$ cat src/core/odsb_pkg.sv
/*
 Package for the diagnostic monitor page register bank: byte offsets,
 field positions, reset values and settle timing.
 Assumes a classic Wishbone slave with 32-bit data, one byte per word.
*/
package odsb_pkg;
   // =====================================================================
   // Page geometry
   // =====================================================================
   localparam int ODSB_PAGE_BYTES = 256;
   localparam logic [7:0] ODSB_THR_FIRST = 8'h00;      // Threshold pairs start
   localparam logic [7:0] ODSB_THR_LAST = 8'h27;       // Threshold pairs end
   localparam logic [7:0] ODSB_CAL_FIRST = 8'h37;      // Unused constants start
   localparam logic [7:0] ODSB_CAL_LAST = 8'h5e;       // Unused constants end
   localparam logic [7:0] ODSB_PAGE_CHECKSUM = 8'h5f;
   localparam logic [7:0] ODSB_RT_FIRST = 8'h60;       // Live readings start
   localparam logic [7:0] ODSB_RT_LAST = 8'h69;        // Live readings end
   localparam logic [7:0] ODSB_PIN_STATUS_AND_SOFT_CONTROL = 8'h6e;
   localparam logic [7:0] ODSB_ALARM_FLAGS_LOW_GROUP = 8'h70;
   localparam logic [7:0] ODSB_ALARM_FLAGS_RX_POWER = 8'h71;
   localparam logic [7:0] ODSB_WARNING_FLAGS_LOW_GROUP = 8'h74;
   localparam logic [7:0] ODSB_WARNING_FLAGS_RX_POWER = 8'h75;
   localparam logic [7:0] ODSB_LEGACY_INERT_BYTE = 8'h7f;
   localparam logic [7:0] ODSB_USER_FIRST = 8'h80;     // Writable area start
   localparam logic [7:0] ODSB_USER_LAST = 8'hf7;      // Writable area end
   localparam int ODSB_USER_BYTES = 120;
   // =====================================================================
   // Status byte fields
   // =====================================================================
   localparam int ODSB_ST_TXDIS_PIN = 7;
   localparam int ODSB_ST_SOFT_TXDIS = 6;
   localparam int ODSB_ST_RATE = 4;
   localparam int ODSB_ST_TXFAULT = 2;
   localparam int ODSB_ST_LOS = 1;
   localparam int ODSB_ST_NOT_READY = 0;
   // =====================================================================
   // Flag fields: quantity index q gives high at 7-2q, low at 6-2q
   // =====================================================================
   localparam int ODSB_Q_TEMP = 0;
   localparam int ODSB_Q_VCC = 1;
   localparam int ODSB_Q_BIAS = 2;
   localparam int ODSB_Q_TXP = 3;
   localparam int ODSB_Q_RXP = 4;
   localparam int ODSB_NQ = 5;
   // Threshold slot order within one quantity's 8 bytes
   localparam int ODSB_T_HI_ALM = 0;
   localparam int ODSB_T_LO_ALM = 1;
   localparam int ODSB_T_HI_WRN = 2;
   localparam int ODSB_T_LO_WRN = 3;
   // =====================================================================
   // Reset values and defaults (arbitrary, no identity meaning)
   // =====================================================================
   localparam logic [7:0] ODSB_CAL_DEFAULT = 8'h00;
   localparam logic [7:0] ODSB_CHECKSUM_DEFAULT = 8'h00;
   localparam logic [7:0] ODSB_RSVD_READ = 8'h00;
   localparam logic ODSB_SOFT_TXDIS_RST = 1'b0;
   // Sensor settle time before data ready, in microseconds
   localparam int ODSB_READY_US = 100;
   localparam int ODSB_CLK_MHZ = 100;
   localparam int ODSB_READY_CYC = ODSB_READY_US * ODSB_CLK_MHZ;
endpackage

$ cat src/core/odsb_bank.sv
/*
 Diagnostic monitor page register bank: 256 byte page on a Wishbone
 slave, one byte per 32-bit word at byte address 4*offset.
 Assumes sensor values arrive already encoded on the clock domain;
 disable, fault and loss pins are asynchronous and are synchronised here.
*/
// The Wishbone register port was decided locally.
`timescale 1ns/100ps
// How it works
// Temperature is signed 16 bits, 1/256 degC
// Supply is unsigned 16 bits, 100 uV
// Bias is unsigned 16 bits, 2 uA
// Transmit power unsigned 16 bits, 0.1 uW
// Receive power unsigned 16 bits, 0.1 uW
// Byte 95 is a fixed stored checksum
// Byte 127 writes acked, no effect
// Bytes 128 to 247 writable and retained
// Bytes 55 to 94 fixed defaults
// Status bit 7 shows disable pin level
// Bit 6 soft disable ORed with pin
// Rate select ignored; bit 4 reads full
// Status bit 2 mirrors transmit fault
// Status bit 1 mirrors signal loss
// Bit 0 low once readings are valid
// Byte 112 holds alarm flag pairs
// Byte 113 holds receive power alarms
// Byte 116 holds warning flag pairs
// Byte 117 holds receive power warnings
// Live readings at 96 to 105, MSB first
// Thresholds at 0 to 39, MSB first
// High above threshold, low below, temp signed
// Reserved reads zero; status writes ignored
module odsb_bank
   import odsb_pkg::*;
#(
   parameter int READY_CYC = ODSB_READY_CYC
)
(
   input wire logic clk,
   input wire logic rstn,
   input wire logic wb_cyc_i,
   input wire logic wb_stb_i,
   input wire logic wb_we_i,
   input wire logic [31:0] wb_adr_i,
   input wire logic [31:0] wb_dat_i,
   input wire logic [3:0] wb_sel_i,
   output logic [31:0] wb_dat_o,
   output logic wb_ack_o,
   input wire logic [15:0] temp_value,
   input wire logic [15:0] vcc_value,
   input wire logic [15:0] bias_value,
   input wire logic [15:0] txp_value,
   input wire logic [15:0] rxp_value,
   input wire logic tx_disable_pin,
   input wire logic rate_select_pin,
   input wire logic tx_fault_pin,
   input wire logic receive_signal_lost_output,
   output logic tx_off
);
   // ======================================================================
   // Storage
   // ======================================================================
   logic [7:0] thr_r [0:39];                  // Threshold bytes
   logic [7:0] user_r [0:ODSB_USER_BYTES-1];  // Customer area
   logic soft_txdis_r;                        // Software disable bit
   logic [15:0] rt_r [0:ODSB_NQ-1];           // Latched readings
   logic [7:0] alarm_r;
   logic [7:0] alarm_rx_r;
   logic [7:0] warn_r;
   logic [7:0] warn_rx_r;
   logic [2:0] pin_meta_r;                    // First synchroniser stage
   logic [2:0] pin_sync_r;                    // Second stage, safe to read
   logic [31:0] ready_cnt_r;
   logic ready_r;
   logic [7:0] rd_byte;
   logic [7:0] byte_adr;
   logic access;
   logic in_page;
   logic [ODSB_NQ-1:0] hi_a;
   logic [ODSB_NQ-1:0] lo_a;
   logic [ODSB_NQ-1:0] hi_w;
   logic [ODSB_NQ-1:0] lo_w;

   // Byte offset is word index; upper address bits must be zero
   assign byte_adr = wb_adr_i[9:2];
   assign in_page = (wb_adr_i[31:10] == 22'h000000);
   assign access = wb_cyc_i && wb_stb_i && !wb_ack_o;

   // Fetch a 16-bit threshold for quantity q, slot s, MSB first
   function automatic logic [15:0] thr_word(input int q, input int s);
      thr_word = {thr_r[q*8+s*2], thr_r[q*8+s*2+1]};
   endfunction

   // Compare a reading with a threshold, signed for temperature
   function automatic logic above(input logic [15:0] a, input logic [15:0] b,
                                  input logic sgn);
      if (sgn)
      begin
         above = ($signed(a) > $signed(b));
      end
      else
      begin
         above = (a > b);
      end
   endfunction

   // ======================================================================
   // Pin synchronisers
   // ======================================================================
   // Rate select is deliberately not synchronised: it is never read
   always_ff @(posedge clk)
   begin
      if (!rstn)
      begin
         pin_meta_r <= 3'h0;
         pin_sync_r <= 3'h0;
      end
      else
      begin
         pin_meta_r <= {tx_disable_pin, tx_fault_pin, receive_signal_lost_output};
         pin_sync_r <= pin_meta_r;
      end
   end

   // ======================================================================
   // Data ready timer
   // ======================================================================
   // Readings are treated as valid once the settle time has elapsed
   always_ff @(posedge clk)
   begin
      if (!rstn)
      begin
         ready_cnt_r <= 32'h0;
         ready_r <= 1'b0;
      end
      else if (!ready_r)
      begin
         if (ready_cnt_r >= 32'(READY_CYC - 1))
         begin
            ready_r <= 1'b1;
         end
         ready_cnt_r <= ready_cnt_r + 32'h1;
      end
   end

   // ======================================================================
   // Live readings, encoded by the sensor front end
   // ======================================================================
   always_ff @(posedge clk)
   begin
      if (!rstn)
      begin
         for (int i = 0; i < ODSB_NQ; i++)
         begin
            rt_r[i] <= 16'h0;
         end
      end
      else
      begin
         rt_r[ODSB_Q_TEMP] <= temp_value;
         rt_r[ODSB_Q_VCC] <= vcc_value;
         rt_r[ODSB_Q_BIAS] <= bias_value;
         rt_r[ODSB_Q_TXP] <= txp_value;
         rt_r[ODSB_Q_RXP] <= rxp_value;
      end
   end

   // ======================================================================
   // Threshold comparison
   // ======================================================================
   // Flags are live levels, not latched; they follow the readings
   always_comb
   begin
      for (int q = 0; q < ODSB_NQ; q++)
      begin
         hi_a[q] = above(rt_r[q], thr_word(q, ODSB_T_HI_ALM), q == ODSB_Q_TEMP);
         lo_a[q] = above(thr_word(q, ODSB_T_LO_ALM), rt_r[q], q == ODSB_Q_TEMP);
         hi_w[q] = above(rt_r[q], thr_word(q, ODSB_T_HI_WRN), q == ODSB_Q_TEMP);
         lo_w[q] = above(thr_word(q, ODSB_T_LO_WRN), rt_r[q], q == ODSB_Q_TEMP);
      end
   end

   // Register the flag bytes; until data ready they stay clear
   always_ff @(posedge clk)
   begin
      if (!rstn || !ready_r)
      begin
         alarm_r <= 8'h00;
         alarm_rx_r <= 8'h00;
         warn_r <= 8'h00;
         warn_rx_r <= 8'h00;
      end
      else
      begin
         alarm_r <= {hi_a[0], lo_a[0], hi_a[1], lo_a[1],
                     hi_a[2], lo_a[2], hi_a[3], lo_a[3]};
         alarm_rx_r <= {hi_a[4], lo_a[4], 6'h00};
         warn_r <= {hi_w[0], lo_w[0], hi_w[1], lo_w[1],
                    hi_w[2], lo_w[2], hi_w[3], lo_w[3]};
         warn_rx_r <= {hi_w[4], lo_w[4], 6'h00};
      end
   end

   // ======================================================================
   // Writes: thresholds, soft disable, customer area
   // ======================================================================
   // Only lane 0 carries the byte; other lanes are ignored
   always_ff @(posedge clk)
   begin
      if (!rstn)
      begin
         soft_txdis_r <= ODSB_SOFT_TXDIS_RST;
      end
      else if (access && wb_we_i && wb_sel_i[0] && in_page
               && byte_adr == ODSB_PIN_STATUS_AND_SOFT_CONTROL)
      begin
         soft_txdis_r <= wb_dat_i[ODSB_ST_SOFT_TXDIS];
      end
   end

   // Threshold and customer bytes have no reset: host programs them
   always_ff @(posedge clk)
   begin
      if (access && wb_we_i && wb_sel_i[0] && in_page)
      begin
         if (byte_adr <= ODSB_THR_LAST)
         begin
            thr_r[byte_adr[5:0]] <= wb_dat_i[7:0];
         end
         if (byte_adr >= ODSB_USER_FIRST && byte_adr <= ODSB_USER_LAST)
         begin
            user_r[7'(byte_adr - ODSB_USER_FIRST)] <= wb_dat_i[7:0];
         end
      end
   end

   // ======================================================================
   // Read mux
   // ======================================================================
   always_comb
   begin
      rd_byte = ODSB_RSVD_READ;
      if (byte_adr <= ODSB_THR_LAST)
      begin
         rd_byte = thr_r[byte_adr[5:0]];
      end
      else if (byte_adr >= ODSB_CAL_FIRST && byte_adr <= ODSB_CAL_LAST)
      begin
         rd_byte = ODSB_CAL_DEFAULT;
      end
      else if (byte_adr == ODSB_PAGE_CHECKSUM)
      begin
         rd_byte = ODSB_CHECKSUM_DEFAULT;
      end
      else if (byte_adr >= ODSB_RT_FIRST && byte_adr <= ODSB_RT_LAST)
      begin
         // Even offset gives the high byte
         rd_byte = byte_adr[0] ? rt_r[byte_adr[3:1]][7:0]
                               : rt_r[byte_adr[3:1]][15:8];
      end
      else if (byte_adr == ODSB_PIN_STATUS_AND_SOFT_CONTROL)
      begin
         rd_byte[ODSB_ST_TXDIS_PIN] = pin_sync_r[2];
         rd_byte[ODSB_ST_SOFT_TXDIS] = soft_txdis_r;
         rd_byte[ODSB_ST_RATE] = 1'b1;
         rd_byte[ODSB_ST_TXFAULT] = pin_sync_r[1];
         rd_byte[ODSB_ST_LOS] = pin_sync_r[0];
         rd_byte[ODSB_ST_NOT_READY] = !ready_r;
      end
      else if (byte_adr == ODSB_ALARM_FLAGS_LOW_GROUP)
      begin
         rd_byte = alarm_r;
      end
      else if (byte_adr == ODSB_ALARM_FLAGS_RX_POWER)
      begin
         rd_byte = alarm_rx_r;
      end
      else if (byte_adr == ODSB_WARNING_FLAGS_LOW_GROUP)
      begin
         rd_byte = warn_r;
      end
      else if (byte_adr == ODSB_WARNING_FLAGS_RX_POWER)
      begin
         rd_byte = warn_rx_r;
      end
      else if (byte_adr >= ODSB_USER_FIRST && byte_adr <= ODSB_USER_LAST)
      begin
         rd_byte = user_r[7'(byte_adr - ODSB_USER_FIRST)];
      end
      // Legacy byte and other reserved bytes read zero
   end

   // ======================================================================
   // Bus answer
   // ======================================================================
   // One wait state: ack rises the cycle after the strobe, for one cycle.
   // Every address is acked, including the inert legacy byte; outside the
   // page reads give zero and writes are dropped.
   always_ff @(posedge clk)
   begin
      if (!rstn)
      begin
         wb_ack_o <= 1'b0;
         wb_dat_o <= 32'h0;
      end
      else
      begin
         wb_ack_o <= access;
         if (access && !wb_we_i)
         begin
            wb_dat_o <= in_page ? {24'h0, rd_byte} : 32'h0;
         end
      end
   end

   // ======================================================================
   // Transmitter disable
   // ======================================================================
   always_ff @(posedge clk)
   begin
      if (!rstn)
      begin
         tx_off <= 1'b1;  // Safe: laser held off in reset
      end
      else
      begin
         tx_off <= pin_sync_r[2] || soft_txdis_r;
      end
   end
endmodule

$ cat config.mk
export PLATFORM = sky130hd
export DESIGN_NAME = odsb_bank
export DESIGN_NICKNAME = d
export VERILOG_FILES = /design/src/core/odsb_pkg.sv /design/src/core/odsb_bank.sv
export SDC_FILE = /design/constraint.sdc
export NUM_CORES = 2
export LEC_CHECK = 0
export ABC_AREA = 1
export BUFFER_PORTS_ARGS = -buffer_cell sky130_fd_sc_hd__buf_2
export CAP_MARGIN = 10
export CELL_PAD_IN_SITES_DETAIL_PLACEMENT = 1
export CELL_PAD_IN_SITES_GLOBAL_PLACEMENT = 2
export CORE_UTILIZATION = 35
export CTS_CLUSTER_SIZE = 30
export DETAILED_ROUTE_END_ITERATION = 6
export PLACE_DENSITY_LB_ADDON = 0.1
export SLEW_MARGIN = 20
export SYNTH_ARGS = -nofsm -noshare
export SYNTH_HDL_FRONTEND = slang
export SYNTH_SLANG_ARGS = --single-unit
$ cat constraint.sdc
create_clock -name clk -period 3.8 [get_ports clk]
set_input_delay 0.38 -clock clk [delete_from_list [all_inputs] [get_ports clk]]
set_output_delay 0.38 -clock clk [all_outputs]
set_load 0.01 [all_outputs]
[Word-level counts from Yosys, hierarchy flattened]
Memories as Yosys holds them, arrays and structs flattened.
Cells that the tools add are included.
Storage, ports and cells
  flip-flop bits (word level): 106
  RAM bits: 1360
  input port bits: 157
  word-level logic and storage cells: 106
  output and inout port bits: 34
  memories: 3
Memories
  user_r: depth 120, bits a word 8, read ports 1, clocked after memory_dff 0, write ports 1, RTL line odsb_bank.sv:64  | logic [7:0] user_r [0:ODSB_USER_BYTES-1];
  thr_r: depth 40, bits a word 8, read ports 41, clocked after memory_dff 0, write ports 1, RTL line odsb_bank.sv:63  | logic [7:0] thr_r [0:39];
  rt_r: depth 5, bits a word 16, read ports 6, clocked after memory_dff 0, write ports 5, RTL line odsb_bank.sv:66  | logic [15:0] rt_r [0:ODSB_NQ-1];
Operators by class
  bitwise gates (word level): 5
  reductions and logical operators: 17
  $lt $le $gt $ge: 28
  equality and inequality tests: 6
  multiplexer cells: 31
  add/subtract/negate cells: 2
Operator list (number)
  16-bit > comparator: 20
  8-bit 2-to-1 mux: 11
  16-bit 2-to-1 mux: 5
  8-bit by 7-bit == test with 1-bit output, second input constant: 6
  32-bit by 1-bit adder with 32-bit output, second input constant: 1
  32-bit by 14-bit greater-or-equal comparator with 1-bit output, second input constant: 1
  22-bit logical NOT: 1
  8-bit by 7-bit <= comparator with 1-bit output, second input constant: 2
  1-bit 2-to-1 mux: 13
  1-bit logical AND: 10
  8-bit by 6-bit greater-or-equal comparator with 1-bit output, second input constant: 1
  8-bit by 7-bit greater-or-equal comparator with 1-bit output, second input constant: 1
  8-bit greater-or-equal comparator, second input constant: 1
  8-bit by 6-bit <= comparator with 1-bit output, second input constant: 1
  8-bit <= comparator, second input constant: 1
  7-bit by 1-bit subtractor with 7-bit output, second input constant: 1
  1-bit OR: 5
  1-bit logical NOT: 4
  3-bit 2-to-1 mux: 1
  1-bit logical OR: 2
  2-bit 2-to-1 mux: 1

[Longest topological paths before layout]
  word-level depth: 13
  mapped depth: 22
  depth with buffers taken out: 19

[Worst setup path before layout]
Ideal clock, no wire load.
  path kind: input-to-reg
  start: input wb_adr_i[13]
  end: memory user_r[110][0], enable pin
  data arrival time: 2.206 ns
  stages on the path: 10
  data required time: 3.430 ns
  library setup time: 0.370 ns
  slack: 1.224 ns
  path buffers: 2
  cell sequence: or4_1 -> nor3_1 -> nand3_1 -> clkinv_1 -> nand4_2 -> nor2_2 -> buf_4 -> nand2_1 -> buf_2 -> nor2_1
On the way
  word-level cells in the longest chain between the ends: 4
RTL lines
  start: declaration: RTL line odsb_bank.sv:44  | input wire logic [31:0] wb_adr_i,
  22-bit logical NOT: RTL line odsb_bank.sv:86  | assign in_page = (wb_adr_i[31:10] == 22'h000000);
  1-bit logical AND: RTL line odsb_bank.sv:224  | if (access && wb_we_i && wb_sel_i[0] && in_page)
  1-bit 2-to-1 mux: RTL line odsb_bank.sv:224
  1-bit 2-to-1 mux (implied by the code): RTL line odsb_bank.sv:232  | user_r[7'(byte_adr - ODSB_USER_FIRST)] <= wb_dat_i[7:0];
  end: declaration: RTL line odsb_bank.sv:64
No other way between the ends.

[Worst setup path in the final report]
  start: input wb_stb_i
  end: memory thr_r[11][4], enable pin
On the way
  word-level cells in the longest chain between the ends: 7
RTL lines
  start: declaration: RTL line odsb_bank.sv:42  | input wire logic wb_stb_i,
  1-bit logical AND (2 in series): RTL line odsb_bank.sv:87  | assign access = wb_cyc_i && wb_stb_i && !wb_ack_o;
  1-bit logical AND (3 in series): RTL line odsb_bank.sv:224
  1-bit 2-to-1 mux: RTL line odsb_bank.sv:224
  1-bit 2-to-1 mux (implied by the code): RTL line odsb_bank.sv:228  | thr_r[byte_adr[5:0]] <= wb_dat_i[7:0];
  end: declaration: RTL line odsb_bank.sv:63
No other way between the ends.

==> results.yml <==
timing:
  finalWorstPathRequiredPeriod_ps: 3209
  maxClockFrequency_mhz: 311.7
  fin_setup_tns_ps: 0
  hold_violations: 0
  timing.final.crit_share: 0.8444
  worst_hold_slack_ps: 8.604
  slew_headroom: 0.2596
  fin_worst_skew_ps: 33.44
  setup_viol: 0
  rsz_0062_raised_after_global_routing: "no"
  final_max_slew_viol_count: 0
  tightest_slew_ps: 1111
critical_path:
  crit_path_end_kind: "register"
  worst_setup_path_start_kind: "input pin"
  critPathMaxFanout: 8
  worst-r2r-setup-slack_ps: 1040
  startpoint: "wb_stb_i"
  worst_r2r_endpoint: "thr_r[11][4]$_DFFE_PP_"
  critPathArrivalTime_ps: 3730
  r2r_start: "wb_ack_o$_SDFF_PN0_"
  worst-r2r-cell-count: 7
  critical_path_required_ps: 4320
  cp-endpoint: "thr_r[11][4]$_DFFE_PP_"
  critPathKind: "in2reg"
clocking:
  clk_transition_reported_paths_ps: 60
  clockBufferDepth: 3
  ctsHtreeMaxLevel: 4
  cts_tree: "yes"
  cts_repair_resize_count: 0
  worst_skew_pair.late_latency_ps: 840
  number_of_buffers_created_by_cts: 170
  cts_post_setup_buffers_inserted: 0
  cts.hold.buffers_added: 87
  root_buffer: "sky130_fd_sc_hd__clkbuf_16"
  cts.sinks: 1510
cells_and_area:
  post_route_cells_drive_above_1_share: 0.1219
  syn_to_final_growth_pct: 18.39
  nNetsFinal: 6602
  number_of_antenna_diodes: 0
global_route:
  gr-total-overflow: 0
  busiest_layer: "met2"
  track_usage: 0.2438
  first_global_vias: 47370
  grt.met1_usage: 0.3475
  met2_usage: 0.3891
  grt_antenna_before_repair: 15
  groute.layer.met3.usage: 0.03010
  grt_start_max_net_pins: 107
  wire_length_of_the_first_global_routing_pass_mm: 335.9
place:
  placement.io_buffers: 136
  gp_congestion: 0.8849
  detailedPlacementHpwl_mm: 158.9
detailed_routing:
  antenna_left: 0
  detailroute.via_count: 46350
  number_of_detailed_routing_iterations_run_before_antenna_repair: 5
  wl_mm: 234.8
  detail_route.wl_per_cell_um: 26.85
  via_per_inst: 5.300
  detail_route.drc_violations: 0
  drt-initial-drc-count: 3766
synth:
  primary_ff_master_synth: "sky130_fd_sc_hd__edfxtp_1"
  synth_cell_types: 60
  synthesis.area_per_instance_sq_um: 11.90
  async_reset_ff_frac: 0
  synth_edf_count: 1360
  yosysTopAreaCellShare: 0.6192
  netlist_area_sq_um: 65950
  postSynthRegisterBits: 1510
  synth.yosys.seq_area_share: 0.6648
  synth_top_area_cell: "sky130_fd_sc_hd__edfxtp_1"
  synth.yosys.warnings: 0
  syn_inst: 5540
  synth.top_cells.by_area: "sky130_fd_sc_hd__edfxtp_1, sky130_fd_sc_hd__nand2_1, sky130_fd_sc_hd__ha_1"
power_and_ir_drop:
  power_leakage_uw: 0.02990
  power_density_nw_per_um2: 476.9
  vdd_drop_max_v: 0.0003955
die:
  floorplan.initialDensity: 0.3541
  core_area_sq_um: 186200
  die-width_um: 436.1
  die_y_extent_um: 436.1
  ioPinCount: 191
  standard_cell_row_count: 158
  die_area_sq_um: 190200
run_status:
  status: "completed"
worst_hold_path:
  worst_hold_path_type: "in2reg"
  hp_start: "wb_dat_i[7]"
run:
  cap_viol_max_count: 0
## placed cells by master (no fill, tap or decap), types with 104 or more instances in the layout
| cell | count |
|---|---|
| sky130_fd_sc_hd__a21oi_1 | 220 |
| sky130_fd_sc_hd__a22oi_1 | 362 |
| sky130_fd_sc_hd__buf_2 | 126 |
| sky130_fd_sc_hd__buf_4 | 314 |
| sky130_fd_sc_hd__clkbuf_16 | 176 |
| sky130_fd_sc_hd__conb_1 | 104 |
| sky130_fd_sc_hd__dfxtp_1 | 150 |
| sky130_fd_sc_hd__edfxtp_1 | 1360 |
| sky130_fd_sc_hd__ha_1 | 321 |
| sky130_fd_sc_hd__inv_1 | 465 |
| sky130_fd_sc_hd__nand2_1 | 1250 |
| sky130_fd_sc_hd__nand4_1 | 109 |
| sky130_fd_sc_hd__nor2_1 | 327 |
| sky130_fd_sc_hd__o21ai_0 | 164 |
| sky130_fd_sc_hd__o22ai_1 | 183 |
## routing by layer
metal	vias to the layer above	routed length, um	part of all wire
li1	21140	-	-
met3	289	10450	0.045
met5	-	11	0.000047
met2	1084	108700	0.46
met4	2	6255	0.027
met1	23830	109400	0.47
## critical path, stage by stage
cell and delay, ps:
sky130_fd_sc_hd__dlygate4sd3_1 540, sky130_fd_sc_hd__buf_2 100, sky130_fd_sc_hd__nand2_1 30, sky130_fd_sc_hd__dlygate4sd3_1 540, sky130_fd_sc_hd__nor2_1 400, sky130_fd_sc_hd__nand4_2 180, sky130_fd_sc_hd__buf_4 190, sky130_fd_sc_hd__nor2_1 390
sky130_fd_sc_hd__nand2_1 500, sky130_fd_sc_hd__nor2_1 240, sky130_fd_sc_hd__buf_4 210
## state kept, by name, summed over array words and instances, names as in the netlist, 2 cells and up
register / flops
alarm_r: 8
alarm_rx_r: 2
pin_meta_r: 3
pin_sync_r: 3
ready_cnt_r: 32
rt_r: 80
thr_r: 400
user_r: 960
warn_r: 8
warn_rx_r: 2
wb_dat_o: 8
## cell type report
type | instances | area, sq um
timing repair buffer | 567 | 4597
clock inverter | 91 | 864.6
sequential | 1510 | 43840
inverter | 482 | 1834
tap | 2480 | 3103
fill | 19850 | 108100
multi-input combinational | 3393 | 19200
clock buffer | 222 | 4637
## power breakdown
group	leakage (uW)	internal, uW	switching [uW]
logic	0.0137	755	1830
clock network	0.00269	9280	7020
registers	0.0135	18200	142
## synthesized netlist by cell type (3+ instances only)
master and n:
sky130_fd_sc_hd__a2111oi_0 6, sky130_fd_sc_hd__a211oi_1 25, sky130_fd_sc_hd__a21boi_0 3, sky130_fd_sc_hd__a21o_1 6, sky130_fd_sc_hd__a21oi_1 220, sky130_fd_sc_hd__a221oi_1 16, sky130_fd_sc_hd__a22o_1 3, sky130_fd_sc_hd__a22oi_1 362
sky130_fd_sc_hd__a31oi_1 7, sky130_fd_sc_hd__a41oi_1 5, sky130_fd_sc_hd__buf_1 10, sky130_fd_sc_hd__buf_2 95, sky130_fd_sc_hd__buf_4 69, sky130_fd_sc_hd__buf_6 18, sky130_fd_sc_hd__clkbuf_1 66, sky130_fd_sc_hd__clkinv_1 4
sky130_fd_sc_hd__dfxtp_1 150, sky130_fd_sc_hd__edfxtp_1 1360, sky130_fd_sc_hd__ha_1 321, sky130_fd_sc_hd__inv_1 465, sky130_fd_sc_hd__inv_2 9, sky130_fd_sc_hd__inv_4 3, sky130_fd_sc_hd__nand2_1 1250, sky130_fd_sc_hd__nand2_2 4
sky130_fd_sc_hd__nand3_1 85, sky130_fd_sc_hd__nand3_2 3, sky130_fd_sc_hd__nand4_1 109, sky130_fd_sc_hd__nand4_2 3, sky130_fd_sc_hd__nor2_1 329, sky130_fd_sc_hd__nor2_2 9, sky130_fd_sc_hd__nor2_4 4, sky130_fd_sc_hd__nor3_1 47
sky130_fd_sc_hd__nor4_1 25, sky130_fd_sc_hd__o2111ai_1 6, sky130_fd_sc_hd__o211ai_1 7, sky130_fd_sc_hd__o21a_1 14, sky130_fd_sc_hd__o21ai_0 164, sky130_fd_sc_hd__o21ai_1 14, sky130_fd_sc_hd__o21bai_1 3, sky130_fd_sc_hd__o221ai_1 28
sky130_fd_sc_hd__o22ai_1 183, sky130_fd_sc_hd__o31ai_1 7
## through the flow
| step | instance area [sq um] | setup WS (ps) | total power [uW] | cells | utilization |
|---|---|---|---|---|---|
| floorplan | 66340 | 1224 | 19870 | 5643 | - |
| global placement | 71680 | 386.5 | 21180 | 8344 | 0.3849 |
| detailed placement | 71680 | 348.6 | 21220 | 8344 | 0.3849 |
| CTS | 78050 | 673.3 | 37640 | 8744 | 0.4191 |
| global route | 78080 | 496.7 | 38390 | 8745 | 0.4193 |
| finish | 78080 | 591.4 | 37240 | 8745 | 0.4193 |
## cells by family after synthesis
logic type / share of synthesized area
XOR/XNOR: 0.0001328
adder cells (fa/ha/maj): 0.06090
flip-flops: 0.6648
buffers and inverters: 0.05009
other: 0.00005686
AO/OA/AOI/OAI: 0.1063
AND/OR/NAND/NOR: 0.1178
## worst min path at each step
stage	endpoint	slack, ps	depth (start not counted)
after floorplan	pin_sync_r[0]$_SDFF_PN0_	390	2
after global placement	pin_sync_r[2]$_SDFF_PN0_	460	2
after detailed placement	pin_sync_r[2]$_SDFF_PN0_	460	2
after CTS	user_r[11][0]$_DFFE_PP_	20	1
after global routing	user_r[57][7]$_DFFE_PP_	10	1
final	user_r[57][7]$_DFFE_PP_	9	1
(Power assumes the default switching activity.)
